<file path="src/logic/oled_seq_consts.svh">
// Constants shared by the power sequencer and the display driver model.
// Assumes a 200 MHz clock and inclusion by bare name.
`ifndef OLED_SEQ_CONSTS_SVH
`define OLED_SEQ_CONSTS_SVH
`define CLK_PERIOD_NS 5
`define SETTLE_TIME_MS 100
`define SETTLE_CYCLES ((`SETTLE_TIME_MS * 1000000) / `CLK_PERIOD_NS)
`define CONTRAST_RESET 8'h7F
`define START_LINE_RESET 6'h00
`define COLUMN_RESET 7'h00
`define MUX_RATIO_RESET 7'h3F
`define CMD_DISPLAY_OFF 8'hAE
`define CMD_DISPLAY_ON 8'hAF
`define CMD_SHOW_RAM 8'hA4
`define CMD_ENTIRE_ON 8'hA5
`define CMD_CONTRAST 8'h81
`define CMD_SEG_REMAP 8'hA1
`define CMD_COM_REVERSE 8'hC8
`define CMD_NORMAL_MAP 8'hA0
`define CMD_COM_NORMAL 8'hC0
`define REG_CTRL 4'h0
`define REG_STATUS 4'h1
`define REG_CMD 4'h2
`define REG_STATE 4'h3
`define CTRL_UP_BIT 0
`define CTRL_DOWN_BIT 1
`define CTRL_RESET_BIT 2
`define CTRL_INIT_DONE_BIT 3
`define STATUS_BUSY_BIT 0
`define STATUS_LOGIC_BIT 1
`define STATUS_PANEL_BIT 2
`define STATUS_ON_BIT 3
`endif

</file>
<file path="src/logic/oled_seq_pkg.sv">
// Types shared by both ends of the power sequencing link.
// Assumes the constants header is compiled alongside.
package oled_seq_pkg;
  typedef enum {
    ST_OFF, ST_LOGIC_UP, ST_INIT, ST_PANEL_WAIT, ST_SEND_ON, ST_ON,
    ST_SEND_OFF, ST_DISCHARGE
  } seq_state_t;
endpackage

</file>
<file path="src/logic/oled_link_if.sv">
// Link between the host sequencer and the display driver end.
// Assumes one shared clock; the panel supply enable is a float-capable pin.
interface oled_link_if;
  logic logic_supply;
  logic panel_supply_o;
  logic panel_supply_oe_n;
  logic hw_reset_low;
  logic cmd_valid;
  logic [7:0] cmd_byte;
  logic display_on;
  logic panel_supply;
  assign panel_supply = (!panel_supply_oe_n) ? panel_supply_o : 1'b0;
  modport host (output logic_supply, output panel_supply_o, output panel_supply_oe_n,
    output hw_reset_low, output cmd_valid, output cmd_byte, input display_on);
  modport device (input logic_supply, input panel_supply, input hw_reset_low,
    input cmd_valid, input cmd_byte, output display_on);
endinterface

</file>
<file path="src/logic/oled_host_seq.sv">
// Host power sequencer: orders logic and panel supplies around display commands.
// Assumes software uses the plain register port; init commands go through the command register.
//
// The register offsets and strobed register access were left to the implementer.
`include "oled_seq_consts.svh"
// What this block does
// - Logic supply, display off, init, then panel
// - Wait settle time after panel enable
// - Display on only after settle wait
// - Power down: display off, then panel off
// - Wait discharge time before logic off
// - Logic supply never drops before panel
// - Panel enable floats while panel off
// - Reset held low gives display off
// - Reset selects full multiplex mode
// - Reset selects normal segment/common mapping
// - Reset clears serial shift register
// - Reset sets start line zero
// - Reset sets column counter zero
// - Reset selects normal common scan
// - Reset loads contrast default
// - Reset shows RAM contents normally
// - Reset and reinitialize after noise corruption
module oled_host_seq
  import oled_seq_pkg::*;
#(
  parameter int unsigned SETTLE_CYCLES = `SETTLE_CYCLES
)
(
  input wire logic i_clk,
  input wire logic i_arst_n,
  input wire logic [3:0] i_addr,
  input wire logic [7:0] i_wdata,
  input wire logic i_wr,
  input wire logic i_rd,
  output logic [7:0] o_rdata,
  output logic o_busy,
  oled_link_if.host link
);
  typedef struct packed {
    seq_state_t st;
    logic [24:0] cnt;
    logic logic_en;
    logic panel_en;
    logic rst_low;
    logic cmd_valid;
    logic [7:0] cmd_byte;
    logic busy;
    logic init_done;
    logic [7:0] rdata;
  } host_t;
  host_t r;
  host_t next_r;
  logic cmd_wr;
  logic up_req;
  logic down_req;
  logic reset_req;
  logic done_req;
  localparam host_t RESET_VAL = '{
    st: ST_OFF,
    cnt: 25'h0000000,
    logic_en: 1'b0,
    panel_en: 1'b0,
    rst_low: 1'b0,
    cmd_valid: 1'b0,
    cmd_byte: 8'h00,
    busy: 1'b0,
    init_done: 1'b0,
    rdata: 8'h00
  };

  // Decodes the register port once; the state then decides which request counts.
  always_comb begin
    cmd_wr = 1'b0;
    up_req = 1'b0;
    down_req = 1'b0;
    reset_req = 1'b0;
    done_req = 1'b0;
    if (i_wr && i_addr == `REG_CMD) begin
      cmd_wr = 1'b1;
    end else if (i_wr && i_addr == `REG_CTRL) begin
      up_req = i_wdata[`CTRL_UP_BIT];
      down_req = i_wdata[`CTRL_DOWN_BIT];
      reset_req = i_wdata[`CTRL_RESET_BIT];
      done_req = i_wdata[`CTRL_INIT_DONE_BIT];
    end
  end

  // Command pulses and read data last one cycle unless set again.
  always_comb begin
    next_r = r;
    next_r.cmd_valid = 1'b0;
    next_r.rdata = 8'h00;
    if (i_rd) begin
      if (i_addr == `REG_STATUS) begin
        next_r.rdata = {4'h0, link.display_on, r.panel_en, r.logic_en, r.busy};
      end else if (i_addr == `REG_STATE) begin
        next_r.rdata = 8'(r.st);
      end else if (i_addr == `REG_CTRL) begin
        next_r.rdata = 8'(r.init_done) << `CTRL_INIT_DONE_BIT;
      end else begin
        next_r.rdata = 8'h00;
      end
    end
    case (r.st)
      ST_OFF: begin
        // Requests other than power-up are ignored while the block is off.
        next_r.busy = 1'b0;
        if (up_req) begin
          next_r.logic_en = 1'b1;
          next_r.rst_low = 1'b0;
          next_r.init_done = 1'b0;
          next_r.busy = 1'b1;
          next_r.st = ST_LOGIC_UP;
        end
      end
      ST_LOGIC_UP: begin
        // Reset rises one cycle after the logic supply, together with the first display-off command.
        next_r.rst_low = 1'b1;
        next_r.cmd_valid = 1'b1;
        next_r.cmd_byte = `CMD_DISPLAY_OFF;
        next_r.st = ST_INIT;
      end
      ST_INIT: begin
        // Software sends its initialization and clear-screen commands here.
        if (cmd_wr) begin
          next_r.cmd_valid = 1'b1;
          next_r.cmd_byte = i_wdata;
        end else if (done_req) begin
          next_r.panel_en = 1'b1;
          next_r.cnt = '0;
          next_r.st = ST_PANEL_WAIT;
        end
      end
      ST_PANEL_WAIT: begin
        // The display stays dark until the panel supply has settled.
        next_r.cnt = r.cnt + 25'd1;
        if (r.cnt >= 25'(SETTLE_CYCLES - 1)) begin
          next_r.st = ST_SEND_ON;
        end
      end
      ST_SEND_ON: begin
        // Busy drops with the display-on pulse, so software may act the cycle after.
        next_r.cmd_valid = 1'b1;
        next_r.cmd_byte = `CMD_DISPLAY_ON;
        next_r.init_done = 1'b1;
        next_r.busy = 1'b0;
        next_r.st = ST_ON;
      end
      ST_ON: begin
        if (cmd_wr) begin
          next_r.cmd_valid = 1'b1;
          next_r.cmd_byte = i_wdata;
        end else if (reset_req) begin
          // The driver is dark while reset is low, so the panel may fall at once.
          next_r.rst_low = 1'b0;
          next_r.panel_en = 1'b0;
          next_r.cnt = '0;
          next_r.busy = 1'b1;
          next_r.st = ST_DISCHARGE;
        end else if (down_req) begin
          next_r.busy = 1'b1;
          next_r.st = ST_SEND_OFF;
        end
      end
      ST_SEND_OFF: begin
        // The panel stays on for this cycle so that display-off reaches the driver first.
        next_r.cmd_valid = 1'b1;
        next_r.cmd_byte = `CMD_DISPLAY_OFF;
        next_r.cnt = '0;
        next_r.st = ST_DISCHARGE;
      end
      ST_DISCHARGE: begin
        if (r.panel_en) begin
          next_r.panel_en = 1'b0;
          next_r.cnt = '0;
        end else begin
          next_r.cnt = r.cnt + 25'd1;
          // Logic is only dropped once the panel is known to be off.
          if (r.cnt >= 25'(SETTLE_CYCLES - 1)) begin
            next_r.logic_en = 1'b0;
            next_r.init_done = 1'b0;
            next_r.st = ST_OFF;
          end
        end
      end
      default: begin
        next_r.st = ST_OFF;
      end
    endcase
  end

  always_ff @(posedge i_clk or negedge i_arst_n) begin
    if (!i_arst_n) begin
      r <= RESET_VAL;
    end else begin
      r <= next_r;
    end
  end

  // Every output and link signal comes straight from the state flip-flops.
  assign o_rdata = r.rdata;
  assign o_busy = r.busy;
  assign link.logic_supply = r.logic_en;
  assign link.panel_supply_o = r.panel_en;
  assign link.panel_supply_oe_n = ~r.panel_en;
  assign link.hw_reset_low = r.rst_low;
  assign link.cmd_valid = r.cmd_valid;
  assign link.cmd_byte = r.cmd_byte;
endmodule

</file>
<file path="src/flat_wrapper.sv">
// flat-port wrapper written by rule: the top's interface ports become plain ports
module oled_host_seq_flat import oled_seq_pkg::*;
#(
  parameter int unsigned SETTLE_CYCLES = `SETTLE_CYCLES
)
  (i_clk, i_arst_n, i_addr, i_wdata, i_wr, i_rd, o_rdata, o_busy, link_logic_supply, link_panel_supply_o, link_panel_supply_oe_n, link_hw_reset_low, link_cmd_valid, link_cmd_byte, link_display_on);
  oled_link_if link_i ();
  input wire logic i_clk;
  input wire logic i_arst_n;
  input wire logic [3:0] i_addr;
  input wire logic [7:0] i_wdata;
  input wire logic i_wr;
  input wire logic i_rd;
  output logic [7:0] o_rdata;
  output logic o_busy;
  output wire logic [$bits(link_i.logic_supply)-1:0] link_logic_supply;
  output wire logic [$bits(link_i.panel_supply_o)-1:0] link_panel_supply_o;
  output wire logic [$bits(link_i.panel_supply_oe_n)-1:0] link_panel_supply_oe_n;
  output wire logic [$bits(link_i.hw_reset_low)-1:0] link_hw_reset_low;
  output wire logic [$bits(link_i.cmd_valid)-1:0] link_cmd_valid;
  output wire logic [$bits(link_i.cmd_byte)-1:0] link_cmd_byte;
  input wire logic [$bits(link_i.display_on)-1:0] link_display_on;
  assign link_logic_supply = link_i.logic_supply;
  assign link_panel_supply_o = link_i.panel_supply_o;
  assign link_panel_supply_oe_n = link_i.panel_supply_oe_n;
  assign link_hw_reset_low = link_i.hw_reset_low;
  assign link_cmd_valid = link_i.cmd_valid;
  assign link_cmd_byte = link_i.cmd_byte;
  assign link_i.display_on = link_display_on;
  oled_host_seq #(.SETTLE_CYCLES(SETTLE_CYCLES)) u_core (.i_clk(i_clk), .i_arst_n(i_arst_n), .i_addr(i_addr), .i_wdata(i_wdata), .i_wr(i_wr), .i_rd(i_rd), .o_rdata(o_rdata), .o_busy(o_busy), .link(link_i));
endmodule
</file>
<file path="config.mk">
export PLATFORM = sky130hd
export DESIGN_NAME = oled_host_seq_flat
export DESIGN_NICKNAME = d
export VERILOG_FILES = /design/src/logic/oled_seq_pkg.sv /design/src/logic/oled_link_if.sv /design/src/logic/oled_host_seq.sv /design/src/flat_wrapper.sv
export VERILOG_INCLUDE_DIRS = /design/src /design/src/logic
export SDC_FILE = /design/constraint.sdc
export NUM_CORES = 1
export LEC_CHECK = 0
export BUFFER_PORTS_ARGS = -buffer_cell sky130_fd_sc_hd__buf_2
export CORE_AREA = 2 2 91 58
export DETAILED_ROUTE_END_ITERATION = 8
export DIE_AREA = 0 0 93 60
export PLACE_DENSITY_LB_ADDON = 0.12
export SLEW_MARGIN = 10
export SYNTH_ARGS = -nofsm -noshare
export SYNTH_HDL_FRONTEND = slang
export SYNTH_SLANG_ARGS = --single-unit
</file>
<file path="constraint.sdc">
create_clock -name i_clk -period 5.8 [get_ports i_clk]
set_input_delay 0.58 -clock i_clk [delete_from_list [all_inputs] [get_ports i_clk]]
set_output_delay 0.58 -clock i_clk [all_outputs]
set_load 0.05 [all_outputs]
</file>
After elaboration in Yosys (flattened, before gate mapping). Index checks and enable logic that the tools add are counted.

Register bits: 79. Word-level logic and storage cells: 99.

Add/subtract/negate cells: 1. Magnitude comparators: 1. Eq/ne operators: 20. Multiplexer cells: 45. Bitwise logic cells: 1. Reduce and logical (&&, ||, !) cells: 21.

Operators with widths (count): 32-bit one-hot mux with 8 select lines (1); 32-bit two-way mux (6); 57-bit two-way mux (3); 32-bit by 3-bit equality test with 1-bit output, second input constant (4); 25-bit one-hot mux with 5 select lines (1); 32-bit by 2-bit equality test with 1-bit output, second input constant (2); 25-bit two-way mux (2); 32-bit by 1-bit equality test with 1-bit output, second input constant (1); 32-bit logical NOT (1); 9-bit one-hot mux with 3 select lines (1); 25-bit by 1-bit adder with 25-bit output, second input constant (1); 25-bit greater-or-equal comparator, second input constant (1); 8-bit two-way mux (3); 1-bit two-way mux (18); 3-bit nonzero test (5); 2-bit by 1-bit != test with 1-bit output, second input constant (6); 1-bit one-hot mux with 3 select lines (4); 4-bit AND reduction (3); 5-bit AND reduction (2); 9-bit two-way mux (1); 4-bit by 2-bit equality test with 1-bit output, second input constant (2); 8-bit AND reduction (1); 2-bit two-way mux (3); 2-bit != test, second input constant (3); other kinds (12) (14).

Longest topological paths before layout.
Depth after elaboration: 8. Gate-level depth with buffers: 9.

Worst setup path after synthesis. OpenSTA, ideal clock, no wires.

Path kind: input to register. Start point: input port i_addr[3]. End point: register u_core.r, in the netlist u_core.link.cmd_byte[0]. Setup time: 0.125 ns. Data arrival time: 2.276 ns. Data required time: 5.675 ns. Path slack: 3.399 ns. Cell stages on the path: 5. Buffers on the path: 1. Cell sequence: or3b_1 > buf_6 > nor4b_1 > a211o_1 > mux2_2.

Cells in the longest elaborated chain, start to end: 5.

RTL lines: from (decl) (line flat_wrapper.sv:10) `input wire logic [3:0] i_addr;`; 4-bit by 2-bit equality test with 1-bit output (no line); 1-bit logical AND (no line); 1-bit two-way mux (line oled_host_seq.sv:79) `` if (i_wr && i_addr == `REG_CMD) begin ``; 2-bit by 1-bit != test with 1-bit output (no line); 2-bit AND reduction (no line); to (signal assigned) (line oled_host_seq.sv:197) `r <= next_r;`; to (decl) (line oled_host_seq.sv:52) `host_t r;`.

No other way between the ends. A chain may end at the register's enable or synchronous reset.

Worst setup path after layout.
Start point: register u_core.r[47] in the netlist's numbering. End point: register u_core.r, in the netlist u_core.link.cmd_byte[0].

Cells in the longest elaborated chain, start to end: 4.

RTL lines: 32-bit by 2-bit equality test with 1-bit output (tied with other cells) (line oled_host_seq.sv:105) `case (r.st)`; 2-bit OR reduction (no line); 2-bit by 1-bit != test with 1-bit output (no line) or 3-bit nonzero test (tied branches); 2-bit AND reduction (no line).

Parallel ways exist; a longest one is shown, timed or not.

==> impl_metrics.csv <==
group,metric,value,unit
final_layout,final_util,64.0,%
sta,slew_headroom,20.2,%
detailed_routing,drc,0,
detailed_routing,vias,2510,
setup_path,startpoint,"u_core.r[47]",
power,pwr-share-seq,34.7,%
sta,finalSetupViolations,0,
power,p_leak,1.30,nW
power,total_power,1.10,mW
global_routing,grt_util_met3,6.18,%
global_routing,grt_pass1_wl,10800,µm
sta,period_minus_slack,3020,ps
clock_network,cts_tree,"yes",
sta,worstMarginPinSlew,1180,ps
final_layout,instances_no_fill,402,
sta,finClkSkew,8.62,ps
final_layout,fin_nets,359,
detailed_routing,first_pass_iters,5,
detailed_routing,vias_per_cell,6.24,
final_layout,antenna_cells,0,
setup_path,path_max_fanout,8,
die,die_x,93,µm
setup_path,r2r-start,"u_core.r[47]",
power,p_int,0.665,mW
global_routing,grt-busiest-layer,"met1",
hold_path,min_path_type,"input pin to async pin",
sta,rsz0062_at_grt,"false",
global_routing,grt_remaining_overflow,0,
clock_network,hold_buffers,0,
detailed_routing,drt-total-wl,6650,µm
placed_design,dpl.cell_count,394,
clock_network,cts_setup_buffers,0,
clock_network,cts_max_level,2,
power,switching_share,39.6,%
power,pwr-share-clk,26.7,%
global_routing,grt.total_usage,25.1,%
logic_synthesis,async_reset_ff_share,100,%
die,rows,20,
die,coreArea,4800,µm²
sta,tns,0,ps
logic_synthesis,yosysSeqAreaShare,40.0,%
die,fp.dieH,60,µm
sta,hold_violations,0,
power,worst_ir_drop_vdd,0.204,mV
power,p_switching,0.437,mW
placed_design,io_buffer_count,34,
global_routing,use_met2,31.9,%
logic_synthesis,synth_edf_count,0,
setup_path,crit_arrival,3210,ps
job,cap_violations,0,
power,combPwrFrac,38.6,%
die,start_util,59.9,%
power,p_per_area,359,nW/µm²
clock_network,root_buffer,"clkbuf_8",
final_layout,area_growth_syn_to_layout,6.69,%
final_layout,final_cell_area,3070,µm²
detailed_routing,antenna_left,0,
global_routing,use_met1,41.4,%
global_routing,first_global_vias,2135,
die,pin_count,39,
sta,fmax,331,MHz
logic_synthesis,synth_area,2880,µm²
logic_synthesis,syn_area_per_cell,8.94,µm²
setup_path,crit_required,6000,ps
placed_design,detailed_place_hpwl,4780,µm
clock_network,clk_pin_slew_worst_paths,90,ps
die,die_area,5580,µm²
setup_path,startpoint_type,"register",
clock_network,cts-buffers-inserted,5,
clock_network,clock_latency,300,ps
status,status,"finished, final reports clean",
clock_network,clock-sinks,46,
final_layout,drive_above_1_share,16.7,%
detailed_routing,drt_iter0_markers,251,
setup_path,critPathKind,"register to register",
placed_design,routabilityCongestion,0.902,
setup_path,cp-end-kind,"register",
clock_network,cts_buffer_depth,2,
global_routing,antenna_found_initial,0,
logic_synthesis,ys_warn_count,0,
global_routing,grt_max_degree,47,
sta,maxSlewViolCount,0,
placed_design,place_area,2930,µm²
logic_synthesis,synthFlopType,"dfrtp_1",
clock_network,ctsResizeCount,0,
logic_synthesis,syn_inst,322,
detailed_routing,routedWlPerCell,16.5,µm
logic_synthesis,ys_ff_latch,46,
sta,post-route-period-util,52.0,%
logic_synthesis,synth.distinct_cells,55,
-- synthesized netlist by cell type (all sizes together), types with 2 or more instances --
cell	n	area, µm²
and2	4	25.0
and4b	2	21.3
a41oi	2	17.5
a21o	2	15.0
nor4	4	31.3
nand2b	6	37.5
dfrtp	46	1150
o21ai	30	150
or3	3	20.0
a21oi	18	90.1
nand4	5	31.3
o31ai	17	133
and3	5	31.3
nor3	4	20.0
ha	7	87.6
mux2i	4	40.0
o41ai	5	62.6
or4	7	52.6
a31oi	7	43.8
mux2	3	33.8
buf	20	159
and4	3	28.8
inv	11	41.3
clkbuf	11	55.1
o22a	5	43.8
a32oi	2	17.5
nand2	28	108
nand3	26	135
a211oi	3	22.5
nor2	19	71.3
-- final timing paths --
| path | to | slack [ps] | cells after the start |
|---|---|---|---|
| min | u_core.link.cmd_byte[5] | 460 | 1 |
| max reg2reg | u_core.link.cmd_byte[0] | 2780 | 7 |
| max | u_core.link.cmd_byte[0] | 2780 | 7 |
| min in group i_clk | u_core.link.cmd_byte[7] | 490 | 2 |
| max in group asynchronous | u_core.link.panel_supply_o | 4710 | 1 |
| min reg2reg | u_core.link.cmd_byte[0] | 520 | 1 |
-- worst max-delay path: stages (launching register included) --
cell	delay [ps]
dfrtp_1	470
inv_1	150
ha_1	310
and2b_2	210
a21oi_1	40
nor4b_1	1000
a211o_1	360
mux2_2	370
-- flip-flops by register name (all words and copies together) (netlist names) --
signal                      count
u_core.r                       29
u_core.link.panel_supply_o      1
u_core.link.hw_reset_low        1
u_core.link.cmd_valid           1
u_core.o_busy                   1
u_core.link.logic_supply        1
u_core.o_rdata                  4
u_core.link.cmd_byte            8
-- power by group through the flow --
| stage | sequential (mW) | combinational (mW) | clock (mW) |
|---|---|---|---|
| floorplan | 0.410 | 0.315 | 0 |
| CTS | 0.382 | 0.421 | 0.299 |
| finish | 0.382 | 0.426 | 0.294 |
| detailed placement | 0.388 | 0.418 | 0 |
| global route | 0.387 | 0.465 | 0.316 |
| global placement | 0.386 | 0.415 | 0 |
-- layout by cell type (no fill, tap or decap), types with 4 or more instances in the layout --
cell type / n
o21ai_0: 30
dfrtp_1: 46
and2_1: 4
buf_2: 34
inv_1: 11
o31ai_1: 16
o22a_1: 5
nor2_1: 19
ha_1: 7
nand2b_1: 6
and3_1: 5
clkbuf_8: 6
nor3_1: 4
or4_1: 7
nand4_1: 5
nand3_1: 25
nand2_1: 27
mux2i_1: 4
o41ai_1: 4
a21oi_1: 18
a31oi_1: 7
conb_1: 4
-- cell type report --
cell class	count	area [µm²]
Clock buffer	6	82.6
Timing Repair Buffer	34	170
Fill cell	400	1730
Sequential cell	46	1150
Inverter	11	41.3
Clock inverter	2	60.1
Tap cell	66	82.6
Multi-Input combinational cell	237	1490
-- metal layers --
metal | wire length, µm | part of all wire (%)
met5 | 0 | 0
met4 | 50 | 0.75
met3 | 631 | 9.5
met2 | 2610 | 39
met1 | 3350 | 50
-- cells by family (layout without fill, tap and decap cells) --
group | count (synthesis) | in the layout | share of synthesized area, %
flip-flops | 46 | 46 | 40.0
buffers and inverters | 42 | 53 | 8.86
AO/OA/AOI/OAI | 97 | 97 | 22.3
adder cells (fa/ha/maj) | 7 | 7 | 3.04
other | 1 | 4 | 0.130
XOR/XNOR | 1 | 1 | 0.304
multiplexers | 7 | 7 | 2.56
AND/OR/NAND/NOR | 121 | 121 | 22.8
-- per-stage QoR --
step           setup slack [ps]  hold slack (ps)
6_report                   2780              457
5_1_grt                    2650              481
4_1_cts                    2900              484
3_5_place_dp               2870              501
3_3_place_gp               2910              492
2_1_floorplan              3400              284
Power figures use the tool's default switching activity.
